**src/hdl/tmw_cfg.svh**
```systemverilog
// register offsets, field positions, reset values and fixed tops of the waveform timer
`ifndef TMW_CFG_SVH
`define TMW_CFG_SVH
`define TMW_ADDR_W 4
`define TMW_OFS_CTRL 4'h0
`define TMW_OFS_COUNT 4'h1
`define TMW_OFS_COMPARE_A 4'h2
`define TMW_OFS_COMPARE_B 4'h3
`define TMW_OFS_CAPTURE 4'h4
`define TMW_OFS_FLAGS 4'h5
`define TMW_OFS_PIN_DIR 4'h6
`define TMW_CTRL_MODE_LSB 0
`define TMW_CTRL_SEL_A_LSB 4
`define TMW_CTRL_SEL_B_LSB 6
`define TMW_FLAG_OVF 0
`define TMW_FLAG_CMP_A 1
`define TMW_FLAG_CMP_B 2
`define TMW_FLAG_CAP 3
`define TMW_RST_MODE 4'h0
`define TMW_RST_SEL 2'h0
`define TMW_RST_WORD 16'h0000
`define TMW_RST_FLAGS 4'h0
`define TMW_RST_PIN_DIR 2'h0
`define TMW_TOP_8BIT 16'h00FF
`define TMW_TOP_9BIT 16'h01FF
`define TMW_TOP_10BIT 16'h03FF
`define TMW_MAX 16'hFFFF
`define TMW_BOTTOM 16'h0000
`define TMW_SEL_TOGGLE 2'h1
`define TMW_SEL_CLEAR 2'h2
`define TMW_SEL_SET 2'h3
`endif

```
**src/hdl/tmw_pkg.sv**
```systemverilog
// types shared by the waveform timer modules
package tmw_pkg;
   // counting behaviour class decoded from the waveform select code
   typedef enum logic [1:0] {
      TMW_NORMAL = 2'b00,
      TMW_CTC = 2'b01,
      TMW_FAST = 2'b10,
      TMW_PHASE = 2'b11
   } tmw_class_t;
endpackage : tmw_pkg

```
**src/hdl/tmw_ch_if.sv**
```systemverilog
// per-channel carrier between the timer core and an output unit
`timescale 1ns/10ps
interface tmw_ch_if;
   import tmw_pkg::*;
   logic tick; // prescaled timer enable
   logic match; // count equals this channel's compare value
   logic restart; // count at top in fast mode, cleared next
   logic dir_up; // dual slope direction
   tmw_class_t cls; // counting class
   logic [1:0] sel; // output action select
   logic toggle_ok; // toggle allowed in this mode and channel
   logic state; // internal output state bit
   modport ctl (output tick, match, restart, dir_up, cls, sel, toggle_ok, input state);
   modport unit (input tick, match, restart, dir_up, cls, sel, toggle_ok, output state);
endinterface : tmw_ch_if

```
**src/hdl/tmw_out_unit.sv**
```systemverilog
// compare output state for one channel
`timescale 1ns/10ps
`include "tmw_cfg.svh"
module tmw_out_unit (
   input wire logic clk_sys,
   input wire logic rst_b,
   tmw_ch_if.unit ch
);
   import tmw_pkg::*;

   logic state; // output state bit
   logic next_state; // value at next timer tick

   // action decode per class
   always_comb begin
      next_state = state;
      case (ch.cls)
         TMW_FAST: begin
            // bottom wins over a match at top, so compare equal to top gives a steady level
            if (ch.restart && ch.sel[1]) begin
               next_state = ~ch.sel[0];
            end else if (ch.match) begin
               if (ch.sel == `TMW_SEL_TOGGLE && ch.toggle_ok) begin
                  next_state = ~state;
               end else if (ch.sel[1]) begin
                  next_state = ch.sel[0];
               end
            end
         end
         TMW_PHASE: begin
            if (ch.match) begin
               if (ch.sel == `TMW_SEL_TOGGLE && ch.toggle_ok) begin
                  next_state = ~state;
               end else if (ch.sel[1]) begin
                  // up slope clears when non-inverting, down slope sets
                  next_state = ch.sel[0] ~^ ch.dir_up;
               end
            end
         end
         default: begin
            // normal and clear-on-match: toggle, clear or set on match
            if (ch.match) begin
               case (ch.sel)
                  `TMW_SEL_TOGGLE: next_state = ~state;
                  `TMW_SEL_CLEAR: next_state = 1'b0;
                  `TMW_SEL_SET: next_state = 1'b1;
                  default: next_state = state;
               endcase
            end
         end
      endcase
   end

   // state moves only on timer ticks
   always_ff @(posedge clk_sys or negedge rst_b) begin
      if (!rst_b) begin
         state <= 1'b0;
      end else if (ch.tick) begin
         state <= next_state;
      end
   end

   assign ch.state = state;
endmodule : tmw_out_unit

```
**src/hdl/tmw_timer.sv**
```systemverilog
// 16-bit timer with clear-on-match, fast and phase correct waveform generation
//
// Decided for this implementation: strobed register access and the placing of the registers.
`timescale 1ns/10ps
`include "tmw_cfg.svh"
module tmw_timer (
   input wire logic clk_sys,
   input wire logic rst_b,
   input wire logic tick_en,
   input wire logic [`TMW_ADDR_W-1:0] addr,
   input wire logic [15:0] wr_data,
   input wire logic wr_en,
   input wire logic rd_en,
   output logic [15:0] rd_data,
   output logic overflow_flag,
   output logic compare_a_flag,
   output logic compare_b_flag,
   output logic capture_flag,
   output logic [1:0] wave_pin_out,
   output logic [1:0] wave_pin_oe_b
);
   import tmw_pkg::*;

   localparam int NCH = 2; // compare channels

   logic [3:0] waveform_sel; // mode code
   logic [1:0] output_action_sel [NCH]; // per-channel action select
   logic [15:0] count_value; // counter
   logic count_up; // dual slope direction
   logic [15:0] compare_value [NCH]; // active compare registers
   logic [15:0] compare_buf [NCH]; // software side buffers
   logic [15:0] capture_value; // capture register, used as top
   logic [3:0] flags; // sticky event flags
   logic [1:0] pin_dir; // data direction bits
   logic [15:0] top_val; // current top
   logic at_top; // count equals top
   logic [3:0] flag_set; // events this cycle
   logic [3:0] flag_clr; // software clears this cycle
   tmw_class_t cls; // decoded class
   logic pwm; // buffered compare modes
   logic [15:0] next_count; // counter next value
   logic next_up; // direction next value

   // counting class of a mode code
   function automatic tmw_class_t class_of(input logic [3:0] m);
      case (m)
         4'h4, 4'hC: class_of = TMW_CTC;
         4'h5, 4'h6, 4'h7, 4'hE, 4'hF: class_of = TMW_FAST;
         4'h1, 4'h2, 4'h3, 4'hA, 4'hB: class_of = TMW_PHASE;
         default: class_of = TMW_NORMAL; // unsupported codes run as normal
      endcase
   endfunction : class_of

   // fixed top of a mode, or max when the top is not fixed
   function automatic logic [15:0] fixed_top(input logic [3:0] m);
      case (m)
         4'h1, 4'h5: fixed_top = `TMW_TOP_8BIT;
         4'h2, 4'h6: fixed_top = `TMW_TOP_9BIT;
         4'h3, 4'h7: fixed_top = `TMW_TOP_10BIT;
         default: fixed_top = `TMW_MAX;
      endcase
   endfunction : fixed_top

   // top taken from the capture register
   function automatic logic capture_is_top(input logic [3:0] m);
      capture_is_top = (m == 4'hC) || (m == 4'hE) || (m == 4'hA);
   endfunction : capture_is_top

   // top taken from compare A
   function automatic logic compare_a_is_top(input logic [3:0] m);
      compare_a_is_top = (m == 4'h4) || (m == 4'hF) || (m == 4'hB);
   endfunction : compare_a_is_top

   assign cls = class_of(waveform_sel);
   assign pwm = (cls == TMW_FAST) || (cls == TMW_PHASE);

   // top selection; capture and mode 4 compare tops act at once, compare A tops of modes F and B at the next top
   always_comb begin
      if (compare_a_is_top(waveform_sel)) begin
         top_val = compare_value[0];
      end else if (capture_is_top(waveform_sel)) begin
         top_val = capture_value;
      end else begin
         top_val = fixed_top(waveform_sel);
      end
   end

   assign at_top = (count_value == top_val);

   // counter sequence per class
   always_comb begin
      next_count = count_value + 16'h0001;
      next_up = count_up;
      case (cls)
         TMW_CTC: begin
            // a top below the count is passed by, wrapping at max
            if (at_top) begin
               next_count = `TMW_BOTTOM;
            end
         end
         TMW_FAST: begin
            if (at_top) begin
               next_count = `TMW_BOTTOM;
            end
         end
         TMW_PHASE: begin
            if (count_up) begin
               // top seen for one tick, then turn
               if (at_top) begin
                  next_count = count_value - 16'h0001;
                  next_up = 1'b0;
               end
            end else if (count_value == `TMW_BOTTOM) begin
               next_up = 1'b1;
            end else begin
               next_count = count_value - 16'h0001;
            end
         end
         default: next_count = count_value + 16'h0001;
      endcase
   end

   // counter and direction; a software write to the count wins over a tick
   always_ff @(posedge clk_sys or negedge rst_b) begin
      if (!rst_b) begin
         count_value <= `TMW_RST_WORD;
         count_up <= 1'b1;
      end else if (wr_en && addr == `TMW_OFS_COUNT) begin
         count_value <= wr_data;
      end else if (tick_en) begin
         count_value <= next_count;
         count_up <= pwm ? next_up : 1'b1;
      end
   end

   // control, capture and direction registers
   always_ff @(posedge clk_sys or negedge rst_b) begin
      if (!rst_b) begin
         waveform_sel <= `TMW_RST_MODE;
         output_action_sel[0] <= `TMW_RST_SEL;
         output_action_sel[1] <= `TMW_RST_SEL;
         capture_value <= `TMW_RST_WORD;
         pin_dir <= `TMW_RST_PIN_DIR;
      end else if (wr_en) begin
         case (addr)
            `TMW_OFS_CTRL: begin
               waveform_sel <= wr_data[`TMW_CTRL_MODE_LSB +: 4];
               output_action_sel[0] <= wr_data[`TMW_CTRL_SEL_A_LSB +: 2];
               output_action_sel[1] <= wr_data[`TMW_CTRL_SEL_B_LSB +: 2];
            end
            `TMW_OFS_CAPTURE: capture_value <= wr_data; // never buffered
            `TMW_OFS_PIN_DIR: pin_dir <= wr_data[1:0];
            default: ;
         endcase
      end
   end

   // compare registers: buffered in pwm classes, direct otherwise
   always_ff @(posedge clk_sys or negedge rst_b) begin
      if (!rst_b) begin
         for (int i = 0; i < NCH; i++) begin
            compare_value[i] <= `TMW_RST_WORD;
            compare_buf[i] <= `TMW_RST_WORD;
         end
      end else begin
         for (int i = 0; i < NCH; i++) begin
            if (wr_en && addr == (`TMW_OFS_COMPARE_A + 4'(i))) begin
               compare_buf[i] <= wr_data & fixed_top(waveform_sel);
               if (!pwm) begin
                  compare_value[i] <= wr_data & fixed_top(waveform_sel);
               end
            end
            if (pwm && tick_en && at_top) begin
               compare_value[i] <= compare_buf[i];
            end
         end
      end
   end

   // event detection on timer ticks
   always_comb begin
      flag_set = 4'h0;
      if (tick_en) begin
         case (cls)
            TMW_FAST: flag_set[`TMW_FLAG_OVF] = at_top;
            TMW_PHASE: flag_set[`TMW_FLAG_OVF] = !count_up && count_value == `TMW_BOTTOM;
            default: flag_set[`TMW_FLAG_OVF] = (count_value == `TMW_MAX);
         endcase
         flag_set[`TMW_FLAG_CMP_A] = (count_value == compare_value[0]);
         flag_set[`TMW_FLAG_CMP_B] = (count_value == compare_value[1]);
         flag_set[`TMW_FLAG_CAP] = capture_is_top(waveform_sel) && at_top;
      end
   end

   assign flag_clr = (wr_en && addr == `TMW_OFS_FLAGS) ? wr_data[3:0] : 4'h0;

   // sticky flags, write one to clear; a new event beats the clear
   always_ff @(posedge clk_sys or negedge rst_b) begin
      if (!rst_b) begin
         flags <= `TMW_RST_FLAGS;
      end else begin
         flags <= (flags & ~flag_clr) | flag_set;
      end
   end

   // flag outputs registered beside the flags
   always_ff @(posedge clk_sys or negedge rst_b) begin
      if (!rst_b) begin
         overflow_flag <= 1'b0;
         compare_a_flag <= 1'b0;
         compare_b_flag <= 1'b0;
         capture_flag <= 1'b0;
      end else begin
         overflow_flag <= (flags[`TMW_FLAG_OVF] & ~flag_clr[`TMW_FLAG_OVF]) | flag_set[0];
         compare_a_flag <= (flags[`TMW_FLAG_CMP_A] & ~flag_clr[1]) | flag_set[1];
         compare_b_flag <= (flags[`TMW_FLAG_CMP_B] & ~flag_clr[2]) | flag_set[2];
         capture_flag <= (flags[`TMW_FLAG_CAP] & ~flag_clr[3]) | flag_set[3];
      end
   end

   // read data one cycle after the strobe, zero otherwise
   always_ff @(posedge clk_sys or negedge rst_b) begin
      if (!rst_b) begin
         rd_data <= `TMW_RST_WORD;
      end else if (rd_en) begin
         case (addr)
            `TMW_OFS_CTRL: rd_data <= {8'h00, output_action_sel[1], output_action_sel[0],
                                       waveform_sel};
            `TMW_OFS_COUNT: rd_data <= count_value;
            `TMW_OFS_COMPARE_A: rd_data <= compare_buf[0];
            `TMW_OFS_COMPARE_B: rd_data <= compare_buf[1];
            `TMW_OFS_CAPTURE: rd_data <= capture_value;
            `TMW_OFS_FLAGS: rd_data <= {12'h000, flags};
            `TMW_OFS_PIN_DIR: rd_data <= {14'h0000, pin_dir};
            default: rd_data <= `TMW_RST_WORD; // unmapped reads zero
         endcase
      end else begin
         rd_data <= `TMW_RST_WORD;
      end
   end

   tmw_ch_if ch [NCH] (); // channel carriers

   // one output unit per channel
   generate
      for (genvar g = 0; g < NCH; g++) begin : g_ch
         assign ch[g].tick = tick_en;
         assign ch[g].match = (count_value == compare_value[g]);
         assign ch[g].restart = (cls == TMW_FAST) && at_top;
         assign ch[g].dir_up = count_up;
         assign ch[g].cls = cls;
         assign ch[g].sel = output_action_sel[g];
         // pwm toggle only on channel A with compare A as top
         assign ch[g].toggle_ok = (g == 0) && compare_a_is_top(waveform_sel);

         tmw_out_unit u_out (
            .clk_sys(clk_sys),
            .rst_b(rst_b),
            .ch(ch[g])
         );

         // pin driven only with direction set and an action selected
         always_ff @(posedge clk_sys or negedge rst_b) begin
            if (!rst_b) begin
               wave_pin_out[g] <= 1'b0;
               wave_pin_oe_b[g] <= 1'b1;
            end else begin
               wave_pin_out[g] <= ch[g].state;
               wave_pin_oe_b[g] <= ~(pin_dir[g] && output_action_sel[g] != 2'h0);
            end
         end
      end
   endgenerate
endmodule : tmw_timer

```
**config.mk**
```make
export PLATFORM = sky130hd
export DESIGN_NAME = tmw_timer
export DESIGN_NICKNAME = d
export VERILOG_FILES = /design/src/hdl/tmw_pkg.sv /design/src/hdl/tmw_ch_if.sv /design/src/hdl/tmw_out_unit.sv /design/src/hdl/tmw_timer.sv
export VERILOG_INCLUDE_DIRS = /design/src /design/src/hdl
export SDC_FILE = /design/constraint.sdc
export NUM_CORES = 1
export LEC_CHECK = 0
export BUFFER_PORTS_ARGS = -buffer_cell sky130_fd_sc_hd__buf_2
export CELL_PAD_IN_SITES_DETAIL_PLACEMENT = 1
export CELL_PAD_IN_SITES_GLOBAL_PLACEMENT = 1
export CORE_ASPECT_RATIO = 1.2
export CORE_MARGIN = 8
export CORE_UTILIZATION = 51
export DETAILED_ROUTE_END_ITERATION = 10
export PLACE_DENSITY_LB_ADDON = 0.1
export SYNTH_ARGS = -nofsm -noshare
export SYNTH_HDL_FRONTEND = slang
export SYNTH_SLANG_ARGS = --single-unit
```
**constraint.sdc**
```tcl
create_clock -name clk_sys -period 5.1 [get_ports clk_sys]
set_clock_uncertainty 0.15 [all_clocks]
set_input_delay 0.765 -clock clk_sys [delete_from_list [all_inputs] [get_ports clk_sys]]
set_output_delay 0.765 -clock clk_sys [all_outputs]
set_load 0.005 [all_outputs]
```
==> run_summary.xml, run 1 <==
<?xml version="1.0" encoding="UTF-8"?>
<metrics>
  <group name="setup_path">
    <metric name="ff2ff_path_depth" unit="">10</metric>
    <metric name="cpMostUsedCell" unit="">a21oi_1</metric>
    <metric name="r2r_slack" unit="ps">900</metric>
    <metric name="biggest_fanout_along_the_worst_timing_path" unit="">18</metric>
    <metric name="critical_path.reg2reg.startpoint" unit="">waveform_sel[1]</metric>
    <metric name="worst-endpoint-required" unit="ps">5250</metric>
    <metric name="critPathMaxStageDelay" unit="ps">730</metric>
    <metric name="cp_cell_sequence" unit="">and2_2 &gt; a21oi_1 &gt; a21oi_1 &gt; xnor2_1 &gt; or4_1 &gt; nor4_4 &gt; o21a_1 &gt; o21ai_1 &gt; a311oi_1 &gt; a21oi_1</metric>
    <metric name="timing.critical_path.from_type" unit="">register</metric>
    <metric name="regToRegEndpoint" unit="">count_value[11]</metric>
    <metric name="data_arrival_time_of_the_critical_path" unit="ps">4360</metric>
    <metric name="timing.critical_path.slowest_stage_cell" unit="">dfrtp_1</metric>
    <metric name="path_class" unit="">register to register</metric>
    <metric name="worstSetupEndpointType" unit="">register</metric>
  </group>
  <group name="clocking">
    <metric name="cts.htree.levels" unit="">4</metric>
    <metric name="cts_num_sinks" unit="">133</metric>
    <metric name="cts_inserted_buffers" unit="">17</metric>
    <metric name="max-clock-path-buffers" unit="">2</metric>
    <metric name="worst_setup_hold_path_clk_slew" unit="ps">70</metric>
    <metric name="cts-resized-gates" unit="">0</metric>
    <metric name="post_cts.repair.setup_buffers" unit="">0</metric>
    <metric name="cts_tree" unit="">built</metric>
    <metric name="clock_latency" unit="ps">430</metric>
    <metric name="ctsRootBufferMaster" unit="">clkbuf_16</metric>
    <metric name="holdBufCountCts" unit="">0</metric>
  </group>
  <group name="synthesis">
    <metric name="yosysWarningCount" unit="">0</metric>
    <metric name="seq_area_frac_synth" unit="">0.399</metric>
    <metric name="synthesis.area_per_instance" unit="µm²">8.93</metric>
    <metric name="yosys_register_bits" unit="">133</metric>
    <metric name="prevailing_post_synth_register_cell" unit="">dfrtp_1</metric>
    <metric name="async_flop_share" unit="">1.00</metric>
    <metric name="synth-edff-count" unit="">0</metric>
    <metric name="synth_cell_type_count" unit="">75</metric>
    <metric name="syn_area" unit="mm²">0.00836</metric>
    <metric name="syn_nets" unit="">969</metric>
    <metric name="netlist_instances" unit="">936</metric>
  </group>
  <group name="layout">
    <metric name="core_occupancy_in_the_finished_layout" unit="">0.580</metric>
    <metric name="growth_of_design_area_from_synthesis_to_finish" unit="%">11.9</metric>
    <metric name="ratio_of_cells_with_drive_above_1_in_the_final_layout" unit="">0.174</metric>
    <metric name="final-seq-area" unit="mm²">0.00333</metric>
    <metric name="n_fill_cell" unit="">1888</metric>
    <metric name="nNetsFinal" unit="">982</metric>
    <metric name="antenna_cells" unit="">0</metric>
    <metric name="multi_input_gate_area" unit="mm²">0.00462</metric>
  </group>
  <group name="detailed_routing">
    <metric name="length_of_the_first_detailed_routing_pass_in_iterations" unit="">5</metric>
    <metric name="drt.antenna.violating_nets" unit="">0</metric>
    <metric name="detail_route.iter0.violations" unit="">641</metric>
    <metric name="drc" unit="">0</metric>
    <metric name="detail_route.wirelength" unit="mm">30.0</metric>
    <metric name="post_drt_wl_per_cell" unit="µm">25.6</metric>
    <metric name="dr_total_vias" unit="">7700</metric>
    <metric name="viasPerCell" unit="">6.56</metric>
  </group>
  <group name="pwr">
    <metric name="p_leak" unit="nW">4.00</metric>
    <metric name="post-layout-total-power" unit="W">0.00480</metric>
    <metric name="p_per_area" unit="mW/mm²">513</metric>
    <metric name="vdd_drop_max" unit="mV">0.281</metric>
  </group>
  <group name="flow_run">
    <metric name="maxCapViolCount" unit="">0</metric>
  </group>
  <group name="global_route">
    <metric name="grt_max_degree" unit="">101</metric>
    <metric name="total_gr_overflow" unit="">0</metric>
    <metric name="grt_pass1_vias" unit="">8301</metric>
    <metric name="antenna_found_initial" unit="">0</metric>
    <metric name="grtUsageTotal" unit="">0.294</metric>
    <metric name="grt_pass1_wl" unit="mm">47.3</metric>
  </group>
  <group name="timing">
    <metric name="final_period_minus_worst_setup_slack" unit="ps">4200</metric>
    <metric name="achievable-frequency" unit="GHz">0.238</metric>
    <metric name="max_slew_margin_vs_limit" unit="">0.191</metric>
    <metric name="setup_repair_after_global_routing_missed_its_margin" unit="">no</metric>
    <metric name="report.final.slew_viol_count" unit="">0</metric>
    <metric name="final_setup_violation_count" unit="">0</metric>
    <metric name="transition_time_of_the_tightest_slew_check_pin" unit="ps">1200</metric>
    <metric name="min_period_over_period" unit="">0.824</metric>
    <metric name="setup-tns-final" unit="ps">0</metric>
    <metric name="finalHoldViolCount" unit="">0</metric>
  </group>
  <group name="floorplanning">
    <metric name="design.die.area" unit="mm²">0.0208</metric>
    <metric name="initial_standard_cell_utilization_of_the_core" unit="">0.518</metric>
    <metric name="die_extent_in_y" unit="µm">156</metric>
    <metric name="core_area" unit="mm²">0.0161</metric>
    <metric name="floorplan.die.width" unit="µm">133</metric>
    <metric name="std_cell_rows" unit="">51</metric>
    <metric name="top_level_ports" unit="">49</metric>
  </group>
  <group name="run_status">
    <metric name="run_status" unit="">finished, final reports clean</metric>
  </group>
  <group name="place">
    <metric name="port_buffers" unit="">48</metric>
    <metric name="gp_congestion" unit="">0.917</metric>
    <metric name="place.detailed.hpwl" unit="mm">21.3</metric>
  </group>
  <group name="worst_hold_path">
    <metric name="timing.hold.worst.class" unit="">primary input to async pin</metric>
  </group>
</metrics>
-- sequential cells by signal, summed over array words and instances (netlist names) --
name	cells
wave_pin_oe_b	2
pin_dir	2
flags	3
compare_buf	32
ch.dir_up	1
count_value	16
g_ch.u_out.ch.state	2
waveform_sel	4
capture_flag	1
wave_pin_out	2
capture_value	16
compare_value	32
ch.sel	4
rd_data	16
-- metal layers --
layer	vias to the layer above	global-route usage	part of all wire	wire length, µm
met5	-	0	0	0
met4	0	0.152	0.044	1310
met3	78	0.0536	0.055	1670
met2	294	0.493	0.49	14900
met1	3917	0.355	0.41	12200
li1	3411	-	-	-
-- cells in the final DEF, fill, tap and decap left out, types with 25 or more instances in the layout --
| cell type | netlist | final |
|---|---|---|
| a21oi_1 | 91 | 91 |
| a22oi_1 | 27 | 27 |
| buf_2 | 9 | 47 |
| dfrtp_1 | 130 | 130 |
| inv_1 | 25 | 25 |
| mux2_2 | 46 | 46 |
| mux2i_1 | 29 | 29 |
| nand2_1 | 70 | 70 |
| nor2_1 | 93 | 93 |
| o21ai_0 | 42 | 42 |
| xnor2_1 | 54 | 54 |
-- critical path, delay by kind of cell, from the launching register on --
| kind | cells | cell delay (ps) |
|---|---|---|
| xor+xnor | 1 | 110 |
| simple gates | 3 | 1500 |
| compound gates | 6 | 1560 |
| flops | 1 | 730 |
-- through the flow --
stage / instance area, µm² / setup WS, ps / hold WS [ps] / instances
2_1_floorplan: 8360 / 1840 / 220 / 936
3_3_place_gp: 8730 / 1220 / 242 / 1142
3_5_place_dp: 8730 / 971 / 247 / 1142
4_1_cts: 9360 / 969 / 262 / 1174
5_1_grt: 9360 / 574 / 283 / 1174
6_report: 9360 / 896 / 253 / 1174
-- logic make-up (layout without fill, tap and decap cells) --
| logic type | Yosys count | in the layout | share of synthesized area |
|---|---|---|---|
| buffers and inverters | 102 | 128 | 0.0512 |
| DFF | 133 | 133 | 0.399 |
| xor gates and xnor gates | 61 | 61 | 0.0639 |
| muxes | 77 | 77 | 0.0994 |
| AOI/OAI and AO/OA | 258 | 258 | 0.196 |
| and+or+nand+nor | 297 | 297 | 0.179 |
| adders and majority gates | 8 | 8 | 0.0120 |
-- area by class of cell --
cell class,count,area share
multi-input cells,701,0.494
flip-flops and latches,133,0.356
inverters,26,0.0104
clock buffers,19,0.0473
well taps,212,0.0283
repair buffers,70,0.0440
clock inverters,13,0.0201
-- where the power goes --
group | internal, W | switching (W) | total [W]
clock | 0.000801 | 0.000526 | 0.00133
combinational | 0.000717 | 0.000954 | 0.00167
sequential | 0.00132 | 0.000486 | 0.00180
-- synthesized netlist by cell type, types with 7 or more instances --
| library cell | n | share of area |
|---|---|---|
| a21oi_1 | 91 | 0.054 |
| a221oi_1 | 7 | 0.0073 |
| a22oi_1 | 27 | 0.024 |
| a31oi_1 | 12 | 0.0090 |
| a32oi_1 | 7 | 0.0073 |
| and3_1 | 8 | 0.0060 |
| buf_2 | 9 | 0.0054 |
| clkbuf_1 | 56 | 0.025 |
| dfrtp_1 | 130 | 0.39 |
| ha_1 | 8 | 0.012 |
| inv_1 | 25 | 0.011 |
| mux2_2 | 46 | 0.062 |
| mux2i_1 | 29 | 0.035 |
| nand2_1 | 70 | 0.031 |
| nand3_1 | 17 | 0.010 |
| nand3b_1 | 10 | 0.0090 |
| nand4_1 | 11 | 0.0082 |
| nor2_1 | 93 | 0.042 |
| nor2b_1 | 9 | 0.0067 |
| nor3_1 | 26 | 0.016 |
| nor4_1 | 8 | 0.0060 |
| o21ai_0 | 42 | 0.025 |
| o21ai_1 | 16 | 0.0096 |
| xnor2_1 | 54 | 0.057 |
| xor2_1 | 7 | 0.0073 |
-- how the worst max path moves through the flow --
stage / slack (ps) / from / depth (start not counted) / to
3_5_place_dp: 970 / waveform_sel[1] / 10 / count_value[11]
3_3_place_gp: 1220 / waveform_sel[0] / 10 / count_value[12]
6_report: 900 / waveform_sel[1] / 10 / count_value[11]
5_1_grt: 570 / waveform_sel[1] / 10 / count_value[11]
4_1_cts: 970 / waveform_sel[1] / 10 / count_value[11]
2_1_floorplan: 1840 / waveform_sel[0] / 12 / count_value[1]
Power figures use the tool's default switching activity.
==> run 2, diff against run 1 <==
--- a/config.mk
+++ b/config.mk
@@ -11,7 +11,7 @@
 export CELL_PAD_IN_SITES_GLOBAL_PLACEMENT = 1
 export CORE_ASPECT_RATIO = 1.2
 export CORE_MARGIN = 8
-export CORE_UTILIZATION = 51
+export CORE_UTILIZATION = 48
 export DETAILED_ROUTE_END_ITERATION = 10
 export PLACE_DENSITY_LB_ADDON = 0.1
 export SYNTH_ARGS = -nofsm -noshare
==> constraint.sdc (replaced) <==
create_clock -name clk_sys -period 4.3 [get_ports clk_sys]
set_clock_uncertainty 0.15 [all_clocks]
set_input_delay 0.645 -clock clk_sys [delete_from_list [all_inputs] [get_ports clk_sys]]
set_output_delay 0.645 -clock clk_sys [all_outputs]
set_load 0.005 [all_outputs]
==> run 2 against run 1 <==
Sequential share of layout area is 0.44 points lower. Largest power group is now combinational cells. First-iteration DRC count shrank 20%. Register-to-register slack lost 570 ps. Setup slack got worse by 570 ps. Power is 20% higher. Sequential cell count stayed put. Utilization decreased by 3.2 points. Critical path type unchanged. Routed wire length up 2.0%. Clock power increased by 18%. Critical path depth rose by 2.
==> run_summary.xml, run 2 (synthesis results as in run 1) <==
<?xml version="1.0" encoding="UTF-8"?>
<metrics>
  <group name="run_status">
    <metric name="run_status" unit="">finished, final reports clean</metric>
  </group>
  <group name="detailed_routing">
    <metric name="dr_total_vias" unit="">7732</metric>
    <metric name="drc" unit="">0</metric>
    <metric name="length_of_the_first_detailed_routing_pass_in_iterations" unit="">5</metric>
    <metric name="post_drt_wl_per_cell" unit="µm">25.6</metric>
    <metric name="detail_route.iter0.violations" unit="">511</metric>
    <metric name="viasPerCell" unit="">6.46</metric>
    <metric name="detail_route.wirelength" unit="mm">30.6</metric>
    <metric name="drt.antenna.violating_nets" unit="">0</metric>
  </group>
  <group name="floorplanning">
    <metric name="floorplan.die.width" unit="µm">136</metric>
    <metric name="initial_standard_cell_utilization_of_the_core" unit="">0.483</metric>
    <metric name="design.die.area" unit="mm²">0.0219</metric>
    <metric name="std_cell_rows" unit="">53</metric>
    <metric name="top_level_ports" unit="">49</metric>
    <metric name="die_extent_in_y" unit="µm">161</metric>
    <metric name="core_area" unit="mm²">0.0173</metric>
  </group>
  <group name="timing">
    <metric name="final_period_minus_worst_setup_slack" unit="ps">3970</metric>
    <metric name="setup_repair_after_global_routing_missed_its_margin" unit="">no</metric>
    <metric name="report.final.slew_viol_count" unit="">0</metric>
    <metric name="transition_time_of_the_tightest_slew_check_pin" unit="ps">1040</metric>
    <metric name="max_slew_margin_vs_limit" unit="">0.305</metric>
    <metric name="finalHoldViolCount" unit="">0</metric>
    <metric name="setup-tns-final" unit="ps">0</metric>
    <metric name="achievable-frequency" unit="GHz">0.252</metric>
    <metric name="min_period_over_period" unit="">0.924</metric>
    <metric name="final_setup_violation_count" unit="">0</metric>
  </group>
  <group name="worst_hold_path">
    <metric name="timing.hold.worst.class" unit="">primary input to async pin</metric>
  </group>
  <group name="layout">
    <metric name="ratio_of_cells_with_drive_above_1_in_the_final_layout" unit="">0.188</metric>
    <metric name="core_occupancy_in_the_finished_layout" unit="">0.548</metric>
    <metric name="layout_top_registers" unit="">compare_buf: 32 flops, compare_value: 32 flops</metric>
    <metric name="antenna_cells" unit="">0</metric>
    <metric name="most_common_library_cell_in_the_layout_ignoring_fill_and_taps" unit="">dfrtp_1</metric>
    <metric name="nNetsFinal" unit="">997</metric>
    <metric name="growth_of_design_area_from_synthesis_to_finish" unit="%">13.4</metric>
    <metric name="final_cells" unit="">1197</metric>
    <metric name="n_fill_cell" unit="">2008</metric>
    <metric name="mostFrequentLayoutCells" unit="">dfrtp_1, nor2_1, a21oi_1</metric>
  </group>
  <group name="global_route">
    <metric name="grt_pass1_vias" unit="">8320</metric>
    <metric name="grt_pass1_wl" unit="mm">47.9</metric>
    <metric name="top_usage_layer" unit="">met2</metric>
    <metric name="total_gr_overflow" unit="">0</metric>
    <metric name="grt_max_degree" unit="">74</metric>
    <metric name="antenna_found_initial" unit="">0</metric>
    <metric name="grtUsageMet3" unit="">0.0478</metric>
    <metric name="global_routing_usage_on_met2" unit="">0.476</metric>
    <metric name="grtUsageTotal" unit="">0.286</metric>
    <metric name="grtUsageMet1" unit="">0.345</metric>
  </group>
  <group name="setup_path">
    <metric name="critical_path.startpoint" unit="">waveform_sel[0]</metric>
    <metric name="critical_path.reg2reg.startpoint" unit="">waveform_sel[0]</metric>
    <metric name="biggest_fanout_along_the_worst_timing_path" unit="">64</metric>
    <metric name="worstSetupEndpointType" unit="">register</metric>
    <metric name="timing.critical_path.from_type" unit="">register</metric>
    <metric name="cpMostUsedCell" unit="">buf_4</metric>
    <metric name="timing.critical_path.slowest_stage_cell" unit="">dfrtp_1</metric>
    <metric name="data_arrival_time_of_the_critical_path" unit="ps">4080</metric>
    <metric name="critPathMaxStageDelay" unit="ps">590</metric>
    <metric name="worst-endpoint-required" unit="ps">4410</metric>
    <metric name="cp_cell_sequence" unit="">buf_4 &gt; nor2b_1 &gt; a22oi_1 &gt; a2111oi_2 &gt; nand2_1 &gt; or4_1 &gt; nor4_4 &gt; buf_4 &gt; nand3_2 &gt; buf_4 &gt; nor2_1 &gt; a21oi_1</metric>
    <metric name="path_class" unit="">register to register</metric>
  </group>
  <group name="place">
    <metric name="place.detailed.hpwl" unit="mm">21.9</metric>
    <metric name="port_buffers" unit="">48</metric>
    <metric name="gp_congestion" unit="">0.901</metric>
    <metric name="post-place-cells" unit="">1165</metric>
  </group>
  <group name="clocking">
    <metric name="max-clock-path-buffers" unit="">2</metric>
    <metric name="cts.htree.levels" unit="">4</metric>
    <metric name="cts_inserted_buffers" unit="">17</metric>
    <metric name="post_cts.repair.setup_buffers" unit="">0</metric>
    <metric name="holdBufCountCts" unit="">0</metric>
    <metric name="cts_num_sinks" unit="">133</metric>
    <metric name="ctsRootBufferMaster" unit="">clkbuf_16</metric>
    <metric name="cts_tree" unit="">built</metric>
    <metric name="clock_latency" unit="ps">430</metric>
    <metric name="worst_setup_hold_path_clk_slew" unit="ps">70</metric>
    <metric name="cts-resized-gates" unit="">0</metric>
  </group>
  <group name="pwr">
    <metric name="vdd_drop_max" unit="mV">0.355</metric>
    <metric name="p_per_area" unit="mW/mm²">608</metric>
    <metric name="p_leak" unit="nW">4.06</metric>
  </group>
  <group name="flow_run">
    <metric name="maxCapViolCount" unit="">0</metric>
  </group>
</metrics>
-- run 2: cell types whose count changed in the layout (fill, tap and decap cells not counted) --
| cell | previous run | this run |
|---|---|---|
| inv_6 | 2 | 3 |
| clkinvlp_4 | 0 | 4 |
| clkbuf_1 | 1 | 0 |
| inv_8 | 4 | 3 |
| dfrtp_2 | 0 | 1 |
| buf_4 | 22 | 37 |
| dfrtp_1 | 130 | 129 |
| clkinv_4 | 4 | 1 |
-- run 2: layout make-up --
class,count,area [µm²],share of cell area
clock buffer,18,439,0.0463
clock inverter,14,189,0.0199
inverter,26,97.6,0.0103
multi-input combinational,701,4620,0.487
sequential,133,3330,0.352
tap,220,275,0.0290
timing repair buffer,85,524,0.0553
-- run 2: path summary, 6_finish.rpt --
path / endpoint / slack, ps / cells after the start
max in group asynchronous: ch[0].dir_up / 2990 / 2
min in group clk_sys: wave_pin_out[1] / 290 / 0
max reg2reg: compare_value[9] / 330 / 12
min: count_value[3] / 50 / 1
max: compare_value[9] / 330 / 12
min reg2reg: wave_pin_out[1] / 290 / 0
-- run 2: per-stage QoR --
stage	power (W)	setup WS [ps]	hold WS (ps)	instance area, µm²
after floorplan	0.00339	1040	199	8360
after global placement	0.00406	579	260	8850
after detailed placement	0.00417	386	279	8850
after CTS	0.00575	375	95.5	9480
after global routing	0.00603	79.9	103	9480
final	0.00577	328	51.9	9480
-- run 2: critical path, delay by kind of cell, from the launching register on --
kind | cells | cell delay (ps)
simple gates | 6 | 1510
buf+inv | 3 | 890
compound gates | 3 | 620
flops | 1 | 590
-- run 2: per-layer routing --
layer / share of wire / vias to the layer above
li1: - / 3451
met4: 0.043 / 0
met1: 0.42 / 3948
met3: 0.038 / 90
met2: 0.50 / 243
met5: 0 / -
-- run 2: report_power, final --
part	switching (W)	internal [W]
registers	0.000440	0.00157
clock network	0.000623	0.000946
logic	0.00129	0.000907
==> run 3, diff against run 2 <==
--- a/config.mk
+++ b/config.mk
@@ -6,12 +6,13 @@
 export SDC_FILE = /design/constraint.sdc
 export NUM_CORES = 1
 export LEC_CHECK = 0
+export ABC_AREA = 1
 export BUFFER_PORTS_ARGS = -buffer_cell sky130_fd_sc_hd__buf_2
-export CELL_PAD_IN_SITES_DETAIL_PLACEMENT = 1
-export CELL_PAD_IN_SITES_GLOBAL_PLACEMENT = 1
+export CELL_PAD_IN_SITES_DETAIL_PLACEMENT = 0
+export CELL_PAD_IN_SITES_GLOBAL_PLACEMENT = 2
 export CORE_ASPECT_RATIO = 1.2
 export CORE_MARGIN = 8
-export CORE_UTILIZATION = 48
+export CORE_UTILIZATION = 36
 export DETAILED_ROUTE_END_ITERATION = 10
 export PLACE_DENSITY_LB_ADDON = 0.1
 export SYNTH_ARGS = -nofsm -noshare
==> run 3 against run 2 <==
Maximum frequency increased by 12%. Cell count is 29% higher. Largest power group unchanged. Critical endpoint is now compare_value[25]. Die area is 32% higher. Clock-buffer cell count fell by 1. Setup slack better by 420 ps. Critical path type unchanged.
==> run_summary.xml, run 3 <==
<?xml version="1.0" encoding="UTF-8"?>
<metrics>
  <group name="place">
    <metric name="place.detailed.hpwl" unit="mm">23.9</metric>
    <metric name="port_buffers" unit="">48</metric>
    <metric name="gp_congestion" unit="">0.867</metric>
    <metric name="post_place_setup_slack" unit="ps">803</metric>
    <metric name="postPlaceCellArea" unit="mm²">0.00908</metric>
  </group>
  <group name="synthesis">
    <metric name="synthesis.area_per_instance" unit="µm²">7.24</metric>
    <metric name="synth-edff-count" unit="">0</metric>
    <metric name="async_flop_share" unit="">1.00</metric>
    <metric name="syn_area" unit="mm²">0.00853</metric>
    <metric name="synth.top_cells.by_area" unit="">dfrtp_1, nand2_1, inv_1</metric>
    <metric name="netlist_instances" unit="">1178</metric>
    <metric name="syn_nets" unit="">1211</metric>
    <metric name="synth.most_common_cell" unit="">nand2_1</metric>
    <metric name="yosys-top-cells-count" unit="">nand2_1, inv_1, dfrtp_1</metric>
    <metric name="seq_area_frac_synth" unit="">0.391</metric>
    <metric name="synth_cell_type_count" unit="">48</metric>
    <metric name="yosys_register_bits" unit="">133</metric>
    <metric name="prevailing_post_synth_register_cell" unit="">dfrtp_1</metric>
    <metric name="yosysWarningCount" unit="">0</metric>
    <metric name="synth_largest_area_cell" unit="">dfrtp_1</metric>
    <metric name="synth_top_area_frac" unit="">0.381</metric>
  </group>
  <group name="detailed_routing">
    <metric name="viasPerCell" unit="">5.24</metric>
    <metric name="detail_route.iter0.violations" unit="">553</metric>
    <metric name="length_of_the_first_detailed_routing_pass_in_iterations" unit="">7</metric>
    <metric name="dr_total_vias" unit="">8090</metric>
    <metric name="detail_route.wirelength" unit="mm">31.7</metric>
    <metric name="drt.antenna.violating_nets" unit="">0</metric>
    <metric name="drc" unit="">0</metric>
    <metric name="post_drt_wl_per_cell" unit="µm">20.6</metric>
  </group>
  <group name="run_status">
    <metric name="run_status" unit="">finished, final reports clean</metric>
  </group>
  <group name="clocking">
    <metric name="holdBufCountCts" unit="">0</metric>
    <metric name="cts.htree.levels" unit="">4</metric>
    <metric name="cts_inserted_buffers" unit="">17</metric>
    <metric name="worst_setup_hold_path_clk_slew" unit="ps">70</metric>
    <metric name="cts-resized-gates" unit="">0</metric>
    <metric name="clock_latency" unit="ps">430</metric>
    <metric name="ctsRootBufferMaster" unit="">clkbuf_16</metric>
    <metric name="cts_num_sinks" unit="">133</metric>
    <metric name="max-clock-path-buffers" unit="">2</metric>
    <metric name="cts_tree" unit="">built</metric>
    <metric name="post_cts.repair.setup_buffers" unit="">0</metric>
  </group>
  <group name="floorplanning">
    <metric name="floorplan.die.width" unit="µm">157</metric>
    <metric name="core_area" unit="mm²">0.0232</metric>
    <metric name="die_extent_in_y" unit="µm">185</metric>
    <metric name="design.die.area" unit="mm²">0.0289</metric>
    <metric name="initial_standard_cell_utilization_of_the_core" unit="">0.368</metric>
    <metric name="std_cell_rows" unit="">61</metric>
    <metric name="top_level_ports" unit="">49</metric>
  </group>
  <group name="setup_path">
    <metric name="worstSetupEndpointType" unit="">register</metric>
    <metric name="worst-endpoint-required" unit="ps">4440</metric>
    <metric name="path_class" unit="">register to register</metric>
    <metric name="data_arrival_time_of_the_critical_path" unit="ps">3690</metric>
    <metric name="biggest_fanout_along_the_worst_timing_path" unit="">26</metric>
    <metric name="r2r_slack" unit="ps">750</metric>
    <metric name="critPathMaxStageDelay" unit="ps">690</metric>
    <metric name="cp_cell_sequence" unit="">bufinv_8 &gt; a21oi_1 &gt; o21ai_0 &gt; inv_1 &gt; ha_1 &gt; nor2_1 &gt; clkinv_1 &gt; o21ai_4 &gt; inv_2 &gt; nand2_1 &gt; o211ai_1</metric>
    <metric name="timing.critical_path.from_type" unit="">register</metric>
    <metric name="timing.critical_path.slowest_stage_cell" unit="">o21ai_4</metric>
  </group>
  <group name="layout">
    <metric name="core_occupancy_in_the_finished_layout" unit="">0.417</metric>
    <metric name="mostFrequentLayoutCells" unit="">nand2_1, inv_1, dfrtp_1</metric>
    <metric name="layout_top_registers" unit="">compare_buf: 32 flops, compare_value: 32 flops</metric>
    <metric name="nNetsFinal" unit="">1249</metric>
    <metric name="most_common_library_cell_in_the_layout_ignoring_fill_and_taps" unit="">nand2_1</metric>
    <metric name="growth_of_design_area_from_synthesis_to_finish" unit="%">13.6</metric>
    <metric name="ratio_of_cells_with_drive_above_1_in_the_final_layout" unit="">0.113</metric>
    <metric name="post-route-cell-area" unit="mm²">0.00969</metric>
    <metric name="antenna_cells" unit="">0</metric>
  </group>
  <group name="timing">
    <metric name="finalHoldViolCount" unit="">0</metric>
    <metric name="setup_repair_after_global_routing_missed_its_margin" unit="">no</metric>
    <metric name="final_period_minus_worst_setup_slack" unit="ps">3550</metric>
    <metric name="report.final.slew_viol_count" unit="">0</metric>
    <metric name="setup-tns-final" unit="ps">0</metric>
    <metric name="final_worst_setup_slack" unit="ps">748</metric>
    <metric name="min_period_over_period" unit="">0.826</metric>
    <metric name="max_slew_margin_vs_limit" unit="">0.285</metric>
    <metric name="achievable-frequency" unit="GHz">0.282</metric>
    <metric name="transition_time_of_the_tightest_slew_check_pin" unit="ps">1070</metric>
    <metric name="final_setup_violation_count" unit="">0</metric>
  </group>
  <group name="worst_hold_path">
    <metric name="timing.hold.worst.class" unit="">primary input to async pin</metric>
  </group>
  <group name="flow_run">
    <metric name="maxCapViolCount" unit="">0</metric>
  </group>
  <group name="global_route">
    <metric name="grt_pass1_wl" unit="mm">49.5</metric>
    <metric name="grt_pass1_vias" unit="">8057</metric>
    <metric name="grtUsageTotal" unit="">0.229</metric>
    <metric name="antenna_found_initial" unit="">0</metric>
    <metric name="total_gr_overflow" unit="">0</metric>
    <metric name="grt_max_degree" unit="">77</metric>
  </group>
  <group name="pwr">
    <metric name="p_leak" unit="nW">4.89</metric>
    <metric name="post-layout-total-power" unit="W">0.00610</metric>
    <metric name="p_per_area" unit="mW/mm²">630</metric>
    <metric name="vdd_drop_max" unit="mV">0.273</metric>
  </group>
</metrics>
[run 3: final timing paths]
kind | to | cells past startpoint | start
max | compare_value[25] | 11 | waveform_sel[3]
min | compare_buf[20] | 1 | rst_b
max reg2reg | compare_value[25] | 11 | waveform_sel[3]
min reg2reg | wave_pin_out[1] | 0 | g_ch[1].u_out.ch.state
max in group asynchronous | wave_pin_oe_b[0] | 2 | rst_b
min in group clk_sys | wave_pin_out[1] | 0 | g_ch[1].u_out.ch.state
[run 3: cells by family (layout without fill, tap and decap cells)]
group,Yosys count,in the layout,share of synthesized area
and+or+nand+nor,551,551,0.286
AOI/OAI and AO/OA,221,221,0.154
buffers and inverters,209,260,0.100
DFF,133,133,0.391
xor gates and xnor gates,56,56,0.0575
adders and majority gates,8,8,0.0117
[run 3: critical path: cells and delay by family, from the launching register on]
family | cells | cell delay, ps
AO/OA/AOI/OAI | 4 | 1100
buffers and inverters | 4 | 970
flip-flops | 1 | 460
AND/OR/NAND/NOR | 2 | 430
adder cells (fa/ha/maj) | 1 | 310
[run 3: routing by layer]
metal  wire, µm  up-vias  track usage
met5          0        -            0
met4        756        0       0.0778
met3       1490       47       0.0351
met2      14900      213        0.365
met1      14600     3923        0.309
li1           -     3907            -
[run 3: final cells by class]
| cell class | instances | area, µm² |
|---|---|---|
| Clock buffer | 17 | 425 |
| Fill cell | 2533 | 13500 |
| Sequential cell | 133 | 3330 |
| Multi-Input combinational cell | 836 | 4350 |
| Tap cell | 315 | 394 |
| Clock inverter | 15 | 180 |
| Inverter | 161 | 618 |
| Timing Repair Buffer | 67 | 389 |
[run 3: metrics by stage]
step / std cells / hold slack [ps]
finish: 1544 / 79.7
global route: 1544 / 137
CTS: 1544 / 104
detailed placement: 1512 / 281
global placement: 1512 / 277
floorplan: 1178 / 199
[run 3: power breakdown]
part / switching (W) / internal (W) / total (W) / leakage (nW)
Clock: 0.000698 / 0.000838 / 0.00154 / 0.299
Combinational: 0.00167 / 0.000882 / 0.00255 / 2.94
Sequential: 0.000422 / 0.00159 / 0.00202 / 1.65
Total: 0.00279 / 0.00331 / 0.00610 / 4.89
